`config.mk`:
```
export PLATFORM = sky130hd
export DESIGN_NAME = tbt_test_ctrl
export DESIGN_NICKNAME = d
export VERILOG_FILES = /design/src/tbt_pkg.sv /design/src/tbt_tally_if.sv /design/src/tbt_error_tally.sv /design/src/tbt_test_ctrl.sv
export SDC_FILE = /design/constraint.sdc
export NUM_CORES = 1
export LEC_CHECK = 0
export ABC_AREA = 1
export BUFFER_PORTS_ARGS = -buffer_cell sky130_fd_sc_hd__buf_4
export CAP_MARGIN = 30
export CORE_MARGIN = 2
export CORE_UTILIZATION = 35
export CTS_CLUSTER_SIZE = 28
export DETAILED_ROUTE_END_ITERATION = 12
export PLACE_DENSITY_LB_ADDON = 0.12
export SLEW_MARGIN = 20
export SYNTH_ARGS = -nofsm -noshare
export SYNTH_HDL_FRONTEND = slang
export SYNTH_HIERARCHICAL = 1
export SYNTH_SLANG_ARGS = --single-unit
```
`constraint.sdc`:
```
create_clock -name clk -period 1.9 [get_ports clk]
set_clock_uncertainty 0.2 [all_clocks]
set_input_delay 0.38 -clock clk [delete_from_list [all_inputs] [get_ports clk]]
set_output_delay 0.38 -clock clk [all_outputs]
set_load 0.03 [all_outputs]
```
`src/tbt_pkg.sv`:
```
// Constants, types and the behaviour overview for the 10BASE-T test and self-test block.
// Overview of operation
// - In half-duplex 10 Mb/s, heartbeat is off when heartbeat_off is 1.
// - At 100 Mb/s or full duplex heartbeat stays off, heartbeat_off ignored.
// - jabber_guard_off acts only in 10BASE-T; 1 disables jabber, 0 keeps it.
// - Errored self-test nibbles are counted in read-only bits 15 to 8.
// - The error tally returns to zero when packet self-test restarts.
// - The error tally saturates at its maximum and never wraps.
// - selftest_continuous at bit 5 sends gapless pseudo-random data with self-test.
// - Bit 4 enables the 10 Mb/s line driver test pattern when 1.
// - Pattern gap is 15 us when pattern_gap_select is 1, else 10 us.
// - Pattern choice: 00 data/type0, 01 data/type1, 10 link pulses, 11 tone.
package tbt_pkg;
  localparam logic [4:0] ADDR_SERIAL_CONFIG = 5'h1A;
  localparam logic [4:0] ADDR_DRIVER_TEST = 5'h1B;
  localparam logic [4:0] ADDR_IRQ_STATUS = 5'h1E;
  localparam logic [4:0] ADDR_IRQ_MASK = 5'h1F;
  localparam int BIT_JABBER_OFF = 0;
  localparam int BIT_HEARTBEAT_OFF = 1;
  localparam int BIT_SER_RSVD_ONE = 2;
  localparam int BIT_PAT_GAP = 2;
  localparam int BIT_PAT_ON = 4;
  localparam int BIT_CONT = 5;
  localparam int TALLY_LSB = 8;
  localparam int TALLY_W = 8;
  localparam logic [15:0] SERIAL_RESET = 16'h0004;
  localparam logic [15:0] DRIVER_TEST_RESET = 16'h0000;
  localparam logic [15:0] SERIAL_WMASK = 16'h0007;
  localparam logic [15:0] DRIVER_WMASK = 16'h00FF;
  // Interrupt event bits.
  localparam int IRQ_ERR = 0;
  localparam int IRQ_SAT = 1;
  localparam int IRQ_W = 2;
  localparam int CLK_MHZ = 10;
  localparam int GAP_LONG_US = 15;
  localparam int GAP_SHORT_US = 10;
  localparam int GAP_LONG_CYC = GAP_LONG_US * CLK_MHZ;
  localparam int GAP_SHORT_CYC = GAP_SHORT_US * CLK_MHZ;
  localparam int GAP_CNT_W = 8;
  typedef enum logic [1:0] {
    TBT_PAT_DATA_END_PACKET_TYPE0,
    TBT_PAT_DATA_END_PACKET_TYPE1,
    TBT_PAT_LINK_PULSE,
    TBT_PAT_TONE
  } tbt_pattern_type;
  typedef enum {
    TBT_TX_NORMAL,
    TBT_TX_SEQUENCE,
    TBT_TX_GAP,
    TBT_TX_TONE,
    TBT_TX_CONT
  } tbt_tx_state_type;
endpackage : tbt_pkg

```
`src/tbt_tally_if.sv`:
```
// Interface between the top and the error tally.
`timescale 1ns/1ps
`default_nettype none
interface tbt_tally_if #(parameter int W = 8);
  logic restart;
  logic nibble_err;
  logic [W-1:0] count;
  logic saturated;
  modport owner (input restart, input nibble_err, output count, output saturated);
  modport user (output restart, output nibble_err, input count, input saturated);
endinterface : tbt_tally_if
`default_nettype wire

```
`src/tbt_error_tally.sv`:
```
// Saturating self-test error counter.
`timescale 1ns/1ps
`default_nettype none
module tbt_error_tally #(
  parameter int W = 8
) (
  input wire logic clk,
  input wire logic nrst,
  tbt_tally_if.owner tif
);
  import tbt_pkg::*;
  localparam logic [W-1:0] MAX = '1;
  initial begin
    if (W < 1) $error("tally width must be positive");
  end
  assign tif.saturated = (tif.count == MAX);
  always_ff @(posedge clk or negedge nrst) begin
    if (!nrst) begin
      tif.count <= '0;
    end else if (tif.restart) begin
      tif.count <= '0;
    end else if (tif.nibble_err && !tif.saturated) begin
      tif.count <= tif.count + {{(W-1){1'b0}}, 1'b1};
    end
  end
endmodule : tbt_error_tally
`default_nettype wire

```
`src/tbt_test_ctrl.sv`:
```
// Top: 10BASE-T test controls, pattern sequencer and self-test error tally.
`timescale 1ns/1ps
`default_nettype none
module tbt_test_ctrl #(
  parameter int TALLY_WIDTH = tbt_pkg::TALLY_W
) (
  input wire logic clk,
  input wire logic nrst,
  input wire logic [4:0] reg_addr,
  input wire logic [15:0] reg_wdata,
  input wire logic reg_wr,
  input wire logic reg_rd,
  output logic [15:0] reg_rdata,
  input wire logic speed_100,
  input wire logic full_duplex,
  input wire logic selftest_start,
  input wire logic selftest_active,
  input wire logic nibble_err,
  output logic heartbeat_en,
  output logic jabber_en,
  output logic cont_prbs,
  output logic pattern_active,
  output logic pattern_seq,
  output logic [1:0] pattern_kind,
  output logic tone_out,
  output logic irq
);
  import tbt_pkg::*;
  initial begin
    if (TALLY_WIDTH != TALLY_W) $error("tally must fill bits 15 to 8");
  end
  logic [15:0] serial_cfg;
  logic [7:0] driver_ctl;
  logic [IRQ_W-1:0] irq_status;
  logic [IRQ_W-1:0] irq_mask;
  logic [GAP_CNT_W-1:0] gap_cnt;
  logic [GAP_CNT_W-1:0] seq_cnt;
  logic saturated_d;
  tbt_tx_state_type tx_state;
  tbt_tally_if #(.W(TALLY_WIDTH)) tif ();
  tbt_error_tally #(.W(TALLY_WIDTH)) u_tally (
    .clk(clk),
    .nrst(nrst),
    .tif(tif)
  );
  assign tif.restart = selftest_start;
  assign tif.nibble_err = nibble_err && selftest_active;
  wire logic pat_on = driver_ctl[BIT_PAT_ON];
  wire logic long_gap = driver_ctl[BIT_PAT_GAP];
  wire tbt_pattern_type choice = tbt_pattern_type'(driver_ctl[1:0]);
  wire logic [15:0] driver_word = {tif.count, driver_ctl};
  wire logic wr_serial = reg_wr && reg_addr == ADDR_SERIAL_CONFIG;
  wire logic wr_driver = reg_wr && reg_addr == ADDR_DRIVER_TEST;
  wire logic wr_status = reg_wr && reg_addr == ADDR_IRQ_STATUS;
  wire logic wr_mask = reg_wr && reg_addr == ADDR_IRQ_MASK;
  // reserved bit stored as written; software is relied on to keep it one.
  always_ff @(posedge clk or negedge nrst) begin
    if (!nrst) begin
      serial_cfg <= SERIAL_RESET;
    end else if (wr_serial) begin
      serial_cfg <= reg_wdata & SERIAL_WMASK;
    end
  end
  // reserved bits are stored as written, since they read back as RW.
  always_ff @(posedge clk or negedge nrst) begin
    if (!nrst) begin
      driver_ctl <= DRIVER_TEST_RESET[7:0];
    end else if (wr_driver) begin
      driver_ctl <= reg_wdata[7:0] & DRIVER_WMASK[7:0];
    end
  end
  always_ff @(posedge clk or negedge nrst) begin
    if (!nrst) begin
      reg_rdata <= 16'h0000;
    end else if (reg_rd) begin
      unique case (reg_addr)
        ADDR_SERIAL_CONFIG: reg_rdata <= serial_cfg;
        // tally reads in bits 15 to 8
        ADDR_DRIVER_TEST: reg_rdata <= driver_word;
        ADDR_IRQ_STATUS: reg_rdata <= {{(16-IRQ_W){1'b0}}, irq_status};
        ADDR_IRQ_MASK: reg_rdata <= {{(16-IRQ_W){1'b0}}, irq_mask};
        default: reg_rdata <= 16'h0000;
      endcase
    end else begin
      reg_rdata <= 16'h0000;
    end
  end
  // Events: an error during self-test, and the tally reaching saturation; set beats clear.
  always_ff @(posedge clk or negedge nrst) begin
    if (!nrst) begin
      saturated_d <= 1'b0;
    end else begin
      saturated_d <= tif.saturated;
    end
  end
  wire logic [IRQ_W-1:0] irq_events = {tif.saturated && !saturated_d, tif.nibble_err};
  always_ff @(posedge clk or negedge nrst) begin
    if (!nrst) begin
      irq_status <= '0;
    end else begin
      irq_status <= (irq_status & ~(wr_status ? reg_wdata[IRQ_W-1:0] : '0)) | irq_events;
    end
  end
  always_ff @(posedge clk or negedge nrst) begin
    if (!nrst) begin
      irq_mask <= '0;
    end else if (wr_mask) begin
      irq_mask <= reg_wdata[IRQ_W-1:0];
    end
  end
  always_ff @(posedge clk or negedge nrst) begin
    if (!nrst) begin
      irq <= 1'b0;
    end else begin
      irq <= |(irq_status & irq_mask);
    end
  end
  // heartbeat only in half-duplex 10 Mb/s
  always_ff @(posedge clk or negedge nrst) begin
    if (!nrst) begin
      heartbeat_en <= 1'b0;
    end else begin
      heartbeat_en <= !speed_100 && !full_duplex && !serial_cfg[BIT_HEARTBEAT_OFF];
    end
  end
  // jabber guard only matters at 10 Mb/s
  always_ff @(posedge clk or negedge nrst) begin
    if (!nrst) begin
      jabber_en <= 1'b0;
    end else begin
      jabber_en <= !speed_100 && !serial_cfg[BIT_JABBER_OFF];
    end
  end
  // gapless pseudo-random data alongside the self-test run
  always_ff @(posedge clk or negedge nrst) begin
    if (!nrst) begin
      cont_prbs <= 1'b0;
    end else begin
      cont_prbs <= driver_ctl[BIT_CONT] && selftest_active;
    end
  end
  // The sequence burst length is not given; one gap length is used for it.
  always_ff @(posedge clk or negedge nrst) begin
    if (!nrst) begin
      tx_state <= TBT_TX_NORMAL;
      gap_cnt <= '0;
      seq_cnt <= '0;
    end else begin
      unique case (tx_state)
        TBT_TX_NORMAL: begin
          // pattern enable selects the test output
          if (pat_on) begin
            tx_state <= (choice == TBT_PAT_TONE) ? TBT_TX_TONE : TBT_TX_SEQUENCE;
            seq_cnt <= GAP_CNT_W'(GAP_SHORT_CYC - 1);
          end else if (cont_prbs) begin
            tx_state <= TBT_TX_CONT;
          end
        end
        TBT_TX_SEQUENCE: begin
          if (!pat_on) begin
            tx_state <= TBT_TX_NORMAL;
          end else if (seq_cnt == '0) begin
            tx_state <= TBT_TX_GAP;
            gap_cnt <= long_gap ? GAP_CNT_W'(GAP_LONG_CYC - 1) :
                                  GAP_CNT_W'(GAP_SHORT_CYC - 1);
          end else begin
            seq_cnt <= seq_cnt - 1'b1;
          end
        end
        TBT_TX_GAP: begin
          if (!pat_on) begin
            tx_state <= TBT_TX_NORMAL;
          end else if (gap_cnt == '0) begin
            tx_state <= (choice == TBT_PAT_TONE) ? TBT_TX_TONE : TBT_TX_SEQUENCE;
            seq_cnt <= GAP_CNT_W'(GAP_SHORT_CYC - 1);
          end else begin
            gap_cnt <= gap_cnt - 1'b1;
          end
        end
        TBT_TX_TONE: begin
          if (!pat_on || choice != TBT_PAT_TONE) begin
            tx_state <= TBT_TX_NORMAL;
          end
        end
        TBT_TX_CONT: begin
          if (pat_on || !cont_prbs) begin
            tx_state <= TBT_TX_NORMAL;
          end
        end
      endcase
    end
  end
  // kind follows the choice only while a pattern runs
  always_ff @(posedge clk or negedge nrst) begin
    if (!nrst) begin
      pattern_active <= 1'b0;
      pattern_seq <= 1'b0;
      pattern_kind <= 2'h0;
    end else begin
      pattern_active <= pat_on;
      pattern_seq <= (tx_state == TBT_TX_SEQUENCE);
      pattern_kind <= pat_on ? driver_ctl[1:0] : 2'h0;
    end
  end
  // Constant Manchester ones at the 10 MHz clock give a half-rate square; a toggle suffices.
  always_ff @(posedge clk or negedge nrst) begin
    if (!nrst) begin
      tone_out <= 1'b0;
    end else begin
      tone_out <= (tx_state == TBT_TX_TONE) ? !tone_out : 1'b0;
    end
  end
endmodule : tbt_test_ctrl
`default_nettype wire

```
==> results of run 1 <==
==> logic make-up after synthesis <==
group,share of synthesized area (%)
compound gates,6.11
flops,49.2
simple gates,33.1
xor+xnor,0.759
fa+ha+maj,1.81
buf+inv,9.07
==> worst max-delay path, cell delays in order <==
cell and delay (ns):
dlygate4sd3_1 0.54, buf_4 0.14, nor3_1 0.15, dlygate4sd3_1 0.57
==> stage by stage <==
stage | total power [mW] | instances | cell area [sq um]
3_5_place_dp | 3.89 | 633 | 4010
3_3_place_gp | 3.86 | 633 | 4010
4_1_cts | 5.13 | 653 | 4250
6_report | 5.06 | 653 | 4250
5_1_grt | 5.53 | 653 | 4250
2_1_floorplan | 3.38 | 452 | 3460
==> registers in the layout, summed over array words and instances, names as in the netlist <==
| register | flops |
|---|---|
| jabber_en | 1 |
| pattern_kind | 2 |
| pattern_active | 1 |
| seq_cnt | 8 |
| reg_rdata | 16 |
| irq_status | 2 |
| saturated_d | 1 |
| heartbeat_en | 1 |
| serial_cfg | 3 |
| irq_mask | 2 |
| pattern_seq | 1 |
| tone_out | 1 |
| driver_ctl | 8 |
| tx_state | 3 |
| irq | 1 |
| cont_prbs | 1 |
| u_tally/tif.count | 8 |
| gap_cnt | 8 |
==> final cells by class <==
class / instances / area, sq um / share of cell area, %
Sequential cell: 68 / 1700 / 40.1
Multi-Input combinational cell: 304 / 1450 / 34.0
Timing Repair Buffer: 55 / 435 / 10.2
Inverter: 77 / 297 / 6.98
Tap cell: 133 / 166 / 3.92
Clock buffer: 12 / 155 / 3.65
Clock inverter: 4 / 47.5 / 1.12
==> how the worst min path moves through the flow <==
stage / startpoint / endpoint / slack [ns] / cells past startpoint
2_1_floorplan: nrst / cont_prbs / -0.12 / 0
3_3_place_gp: nrst / gap_cnt[4] / 0.11 / 1
3_5_place_dp: nrst / gap_cnt[4] / 0.11 / 1
4_1_cts: selftest_active / cont_prbs / 0.04 / 3
5_1_grt: selftest_active / cont_prbs / 0.05 / 3
6_report: selftest_active / cont_prbs / 0.05 / 3
==> Yosys cell counts <==
library cell	instances	share of area, %
o22ai_1	4	0.72
o21ai_1	5	0.72
o21bai_1	3	0.65
inv_1	68	7.4
nand3_2	4	1.2
ha_1	5	1.8
nand4_1	7	1.3
nand3_4	1	0.51
o21ai_0	16	2.3
nand2_2	5	0.90
dfrtp_1	67	48
nand3b_4	1	0.58
nand3_1	24	3.5
clkinv_4	1	0.25
nor2_2	3	0.54
nor2_4	4	1.3
a21oi_1	10	1.4
inv_4	1	0.18
nand2_4	3	0.98
dfstp_2	1	0.76
xor2_1	3	0.76
nand2_1	138	15
buf_4	1	0.22
inv_2	7	0.76
nor3_1	4	0.58
buf_2	2	0.29
o32ai_1	1	0.25
nor2_1	63	6.8
==> layer usage <==
metal  vias up  wire [um]  GRT usage (%)
met5         -          0              0
met4         0         99           4.86
met3         9        244           3.43
met2        41       3430           24.9
met1      1335       3370           19.3
li1       1515          -              -
==> power by group through the flow <==
stage / Clock [mW] / Combinational (mW) / Sequential [mW]
6_report: 1.22 / 1.88 / 1.96
5_1_grt: 1.32 / 2.20 / 2.01
4_1_cts: 1.26 / 1.91 / 1.97
3_5_place_dp: 0 / 1.89 / 1.99
3_3_place_gp: 0 / 1.87 / 1.98
2_1_floorplan: 0 / 1.36 / 2.02
==> results.md, run 1 <==
- Mapped Avg Cell Area: 7.66 sq um
- Worst Path Class, Setup: in -> reg
- Initial DRC Count: around 160
- Setup violations, final: 0
- Drc violations: 0
- Fill cells: a little under 1k
- Number of global-route vias before repair: between 2k and 3k
- CP required: around 2.0 ns
- Clk pwr share: roughly a quarter
- P_sw: between 2 and 2.5 mW
- Htree depth: 3
- Post-DRT Antenna Nets: 0
- Sw frac: about 40%
- Ant diodes: 0
- Initial Util: 35.7%
- Share of layout cells above drive strength 1: roughly a fifth
- Latest clock arrival within the worst-skew pair: 0.34 ns
- Commonest non-fill, non-tap cell in the layout: nand2_1
- Gate power share: between 30% and 40%
- Critical Path Source: speed_100
- Max clock buf depth: 2
- Largest net degree at the start of global routing: 32
- TritonRoute pass-1 iters: 4
- Netlist cell types: 28
- Most frequent cells in the layout: 138 x nand2_1, 68 x inv_1, 67 x dfrtp_1
- Status: complete, no violations
- Pwr/cell area: 1190 nW/um^2
- Worst R2R Setup Slack: 0.22 ns
- Slew Limit Headroom: between 70% and 80%
- Hold bufs inserted after CTS: 4
- Layout Nets: 550
- Worst Setup EP: heartbeat_en
- RR Endpoint: seq_cnt[6]
- LEAKAGE: about 2.3 nW
- CTS Sinks: 68
- Post-CTS Setup Inserts: 0
- Via count: 2900
- Post-CTS sizing: 0
- DR vias/cell: between 4 and 5
- Average wire per standard cell: roughly 11 um
- Global-route wire length before repair: roughly 12000 um
- Final min period: around 1.7 ns
- Setup_tns: 0 ns
- Int Power: 3.05 mW
- Row cnt: 36
- Final core utilization: between 40% and 50%
- Arrival @ worst endpoint: between 1.5 and 2 ns
- Die Y: approximately 100 um
- Worst-path clk slew: ~0.070 ns
- Register bit total from synthesis: 68
- Final max-slew violation count: 0
- Initial antenna violation count: 0
- Top Ports: between 50 and 60
- CTS Root Cell: clkbuf_8
- CTS Buf Count: 9
- Final Hold Viols: 0
- Max_cap viols: 0
- Die area: between 10000 and 15000 sq um
- Synthesized cell area: approximately 3500 sq um
- Peak VDD IR: between 0.0004 and 0.0005 V
- Syn Inst Count: 452
- Part of the Yosys area used for sequential elements: ~49%
- # port buffers: 46
- Final WL: 7140 um
- Min-Delay Path Class: in -> reg
- Die width: between 100 and 150 um
- Synth-to-Final Area Change: 22.7%
- Total grt overflow: 0
- GPL Wtd Cong: 0.838
- Total nets after synthesis: approximately 490
- Reg power frac: between 30% and 40%
- Critical Path Source Type: input pin
- Yosys warnings: 6
- RSZ-0062 raised after global routing: false
- Cells on worst reg2reg path: 9
- Least-Margin Pin Slew: around 0.36 ns
- DP Worst Slack: between 0.2 and 0.25 ns
- CP Capture Type: register
- Worst r2r src: gap_cnt[0]
- Gr usage total: between 10% and 20%
- Worst-path fanout max: 2
- Fin Hold WS: 0.0506 ns
- Timing-limited maximum frequency: between 500 and 600 MHz
- DP HPWL: around 5300 um
- Period utilization: about nine tenths
- Core Box Area: 9680 sq um
- Setup ws final: between 0.2 and 0.25 ns
- TritonCTS clock tree: built
(Power assumes the default switching activity.)
==> inputs of run 2 (changes only) <==
--- a/config.mk
+++ b/config.mk
@@ -9,7 +9,7 @@
 export BUFFER_PORTS_ARGS = -buffer_cell sky130_fd_sc_hd__buf_4
 export CAP_MARGIN = 30
 export CORE_MARGIN = 2
-export CORE_UTILIZATION = 35
+export CORE_UTILIZATION = 50
 export CTS_CLUSTER_SIZE = 28
 export DETAILED_ROUTE_END_ITERATION = 12
 export PLACE_DENSITY_LB_ADDON = 0.12
@@ -18,3 +18,4 @@
 export SYNTH_HDL_FRONTEND = slang
 export SYNTH_HIERARCHICAL = 1
 export SYNTH_SLANG_ARGS = --single-unit
+export TNS_END_PERCENT = 50
==> results.md, run 2 (synthesis results as in run 1) <==
- CTS Root Cell: clkbuf_8
- DP HPWL: 5000 um
- Fill cells: about 620
- Share of layout cells above drive strength 1: ~18%
- GPL Wtd Cong: about 0.86
- Core Box Area: around 6800 sq um
- Area of the multi-input gates: approximately 1400 sq um
- Final max-slew violation count: 0
- Most used cell along the critical path: nand2_1
- Latest clock arrival within the worst-skew pair: 0.33 ns
- Critical-path cell list: inv_1, ha_1, nand2_1, inv_1, nand2_1, a21oi_1, nand2_2, nand2_1, nand2_1
- TritonRoute pass-1 iters: 4
- Worst r2r src: gap_cnt[0]
- Drc violations: 0
- CTS Buf Count: 9
- Post-CTS sizing: 0
- Gate power share: 37.2%
- Most frequent cells in the layout: 138 x nand2_1, 68 x inv_1, 67 x dfrtp_1
- Post-DRT Antenna Nets: 0
- # port buffers: 46
- Final min period: approximately 1.7 ns
- Arrival @ worst endpoint: ~1.7 ns
- Setup ws final: approximately 0.22 ns
- Top Ports: 55
- Placed inst area: between 3000 and 4000 sq um
- P_sw: approximately 2.0 mW
- Max clock buf depth: 2
- Final Hold Viols: 0
- Die Y: 87.2 um
- Commonest non-fill, non-tap cell in the layout: nand2_1
- Bufs and invs on worst path: 2
- Int Power: roughly 3.0 mW
- Initial Util: roughly 51%
- Least-Margin Pin Slew: between 0.4 and 0.5 ns
- Final WL: 6990 um
- Largest net degree at the start of global routing: 31
- Average wire per standard cell: around 12 um
- Largest register FFs: 16
- Cell Count, Final, Fillers Out: approximately 600
- Peak VDD IR: 0.000465 V
- RSZ-0062 raised after global routing: false
- CTS Sinks: just under 70
- Worst-path clk slew: around 0.07 ns
- Sequential Area: 1700 sq um
- Final Instance Area: roughly 4200 sq um
- Number of global-route vias before repair: 2700
- Clk pwr share: around a quarter
- Row cnt: 30
- Worst R2R Setup Slack: about 0.22 ns
- Synth-to-Final Area Change: 20.2%
- Slowest stage delay, CP: around 0.42 ns
- Period utilization: 88.3%
- DR vias/cell: ~4.9
- Cells on worst reg2reg path: 9
- Final core utilization: 61.6%
- Critical hold path startpoint: selftest_active
- Critical Path Source Type: register
- Ant diodes: 0
- Die area: roughly 7600 sq um
- RR Endpoint: seq_cnt[1]
- Crit-path leading delay family: flip-flops
- CP max stage cell: dfrtp_1
- Htree depth: 3
- Largest Register: reg_rdata
- Sw frac: 40.0%
- Slew Limit Headroom: between 60% and 70%
- Pwr/cell area: around 1200 nW/um^2
- Cell count after placement: approximately 580
- Timing-limited maximum frequency: slightly below 600 MHz
- LEAKAGE: about 2.3 nW
- Reg power frac: between 30% and 40%
- Worst Path Class, Setup: reg -> reg
- DP Worst Slack: between 0.15 and 0.2 ns
- Status: complete, no violations
- Max_cap viols: 0
- Initial antenna violation count: 0
- Gr usage total: between 20% and 30%
- CP required: 1.92 ns
- Layout Nets: roughly 550
- Initial DRC Count: approximately 110
- Min-Delay Path Class: in -> reg
- Worst Hold Path Cells: 3
- CP Capture Type: register
- Global-route wire length before repair: ~12000 um
- Total grt overflow: 0
- TritonCTS clock tree: built
- Hold endpoint: cont_prbs
- Setup violations, final: 0
- Worst-path fanout max: 7
- Die width: approximately 87 um
- Via count: between 2k and 3k
- Setup_tns: 0 ns
run 2: changes by cell type in the layout (fill, tap and decap cells not counted), sizes merged:
cell / change
buf: -2
run 2: cell type report:
cell class / instances / share of cell area [%]
clock buffers: 12 / 3.49
well taps: 80 / 2.41
flip-flops and latches: 68 / 40.9
multi-input cells: 304 / 34.7
clock inverters: 4 / 1.23
inverters: 77 / 7.13
repair buffers: 53 / 10.1
run 2: worst max path at each step:
| stage | from | to | slack, ns | cells after the start |
|---|---|---|---|---|
| 2_1_floorplan | seq_cnt[0] | tx_state[0] | 0.42 | 9 |
| 3_3_place_gp | reg_addr[4] | driver_ctl[2] | 0.21 | 8 |
| 3_5_place_dp | reg_addr[4] | driver_ctl[6] | 0.19 | 8 |
| 4_1_cts | gap_cnt[0] | seq_cnt[1] | 0.20 | 9 |
| 5_1_grt | gap_cnt[0] | seq_cnt[7] | 0.04 | 10 |
| 6_report | gap_cnt[0] | seq_cnt[1] | 0.22 | 9 |
run 2: power by group through the flow:
| stage | Combinational (mW) | Clock (mW) | Sequential, mW |
|---|---|---|---|
| floorplan | 1.36 | 0 | 2.02 |
| global placement | 1.82 | 0 | 1.99 |
| detailed placement | 1.86 | 0 | 2.00 |
| CTS | 1.88 | 1.21 | 1.97 |
| global route | 2.16 | 1.30 | 2.01 |
| finish | 1.87 | 1.18 | 1.97 |
run 2: per-layer routing:
layer | track usage (%) | up-vias | part of all wire (%)
met1 | 26.5 | 1329 | 47
met5 | 0 | - | 0
met4 | 8.25 | 0 | 1.7
li1 | - | 1516 | -
met2 | 33.4 | 45 | 48
met3 | 4.27 | 11 | 3.6
run 2: worst reg2reg max path: stages (launching register included):
cell and delay [ns]:
dfrtp_1 0.42, inv_1 0.11, ha_1 0.19, nand2_1 0.06, inv_1 0.05, nand2_1 0.08
a21oi_1 0.18, nand2_2 0.14, nand2_1 0.09, nand2_1 0.05
run 2: timing repair:
action	4_1_cts	5_1_grt
setup buffers	0	0
hold buffers	4	0
setup endpoints to repair	0	0
endpoints found under the hold margin	26	0
run 2: stage by stage:
stage / hold slack (ns) / total power, mW
after floorplan: -0.116 / 3.38
after global placement: 0.124 / 3.81
after detailed placement: 0.128 / 3.86
after CTS: 0.0438 / 5.06
after global routing: 0.0502 / 5.46
final: 0.0549 / 5.02
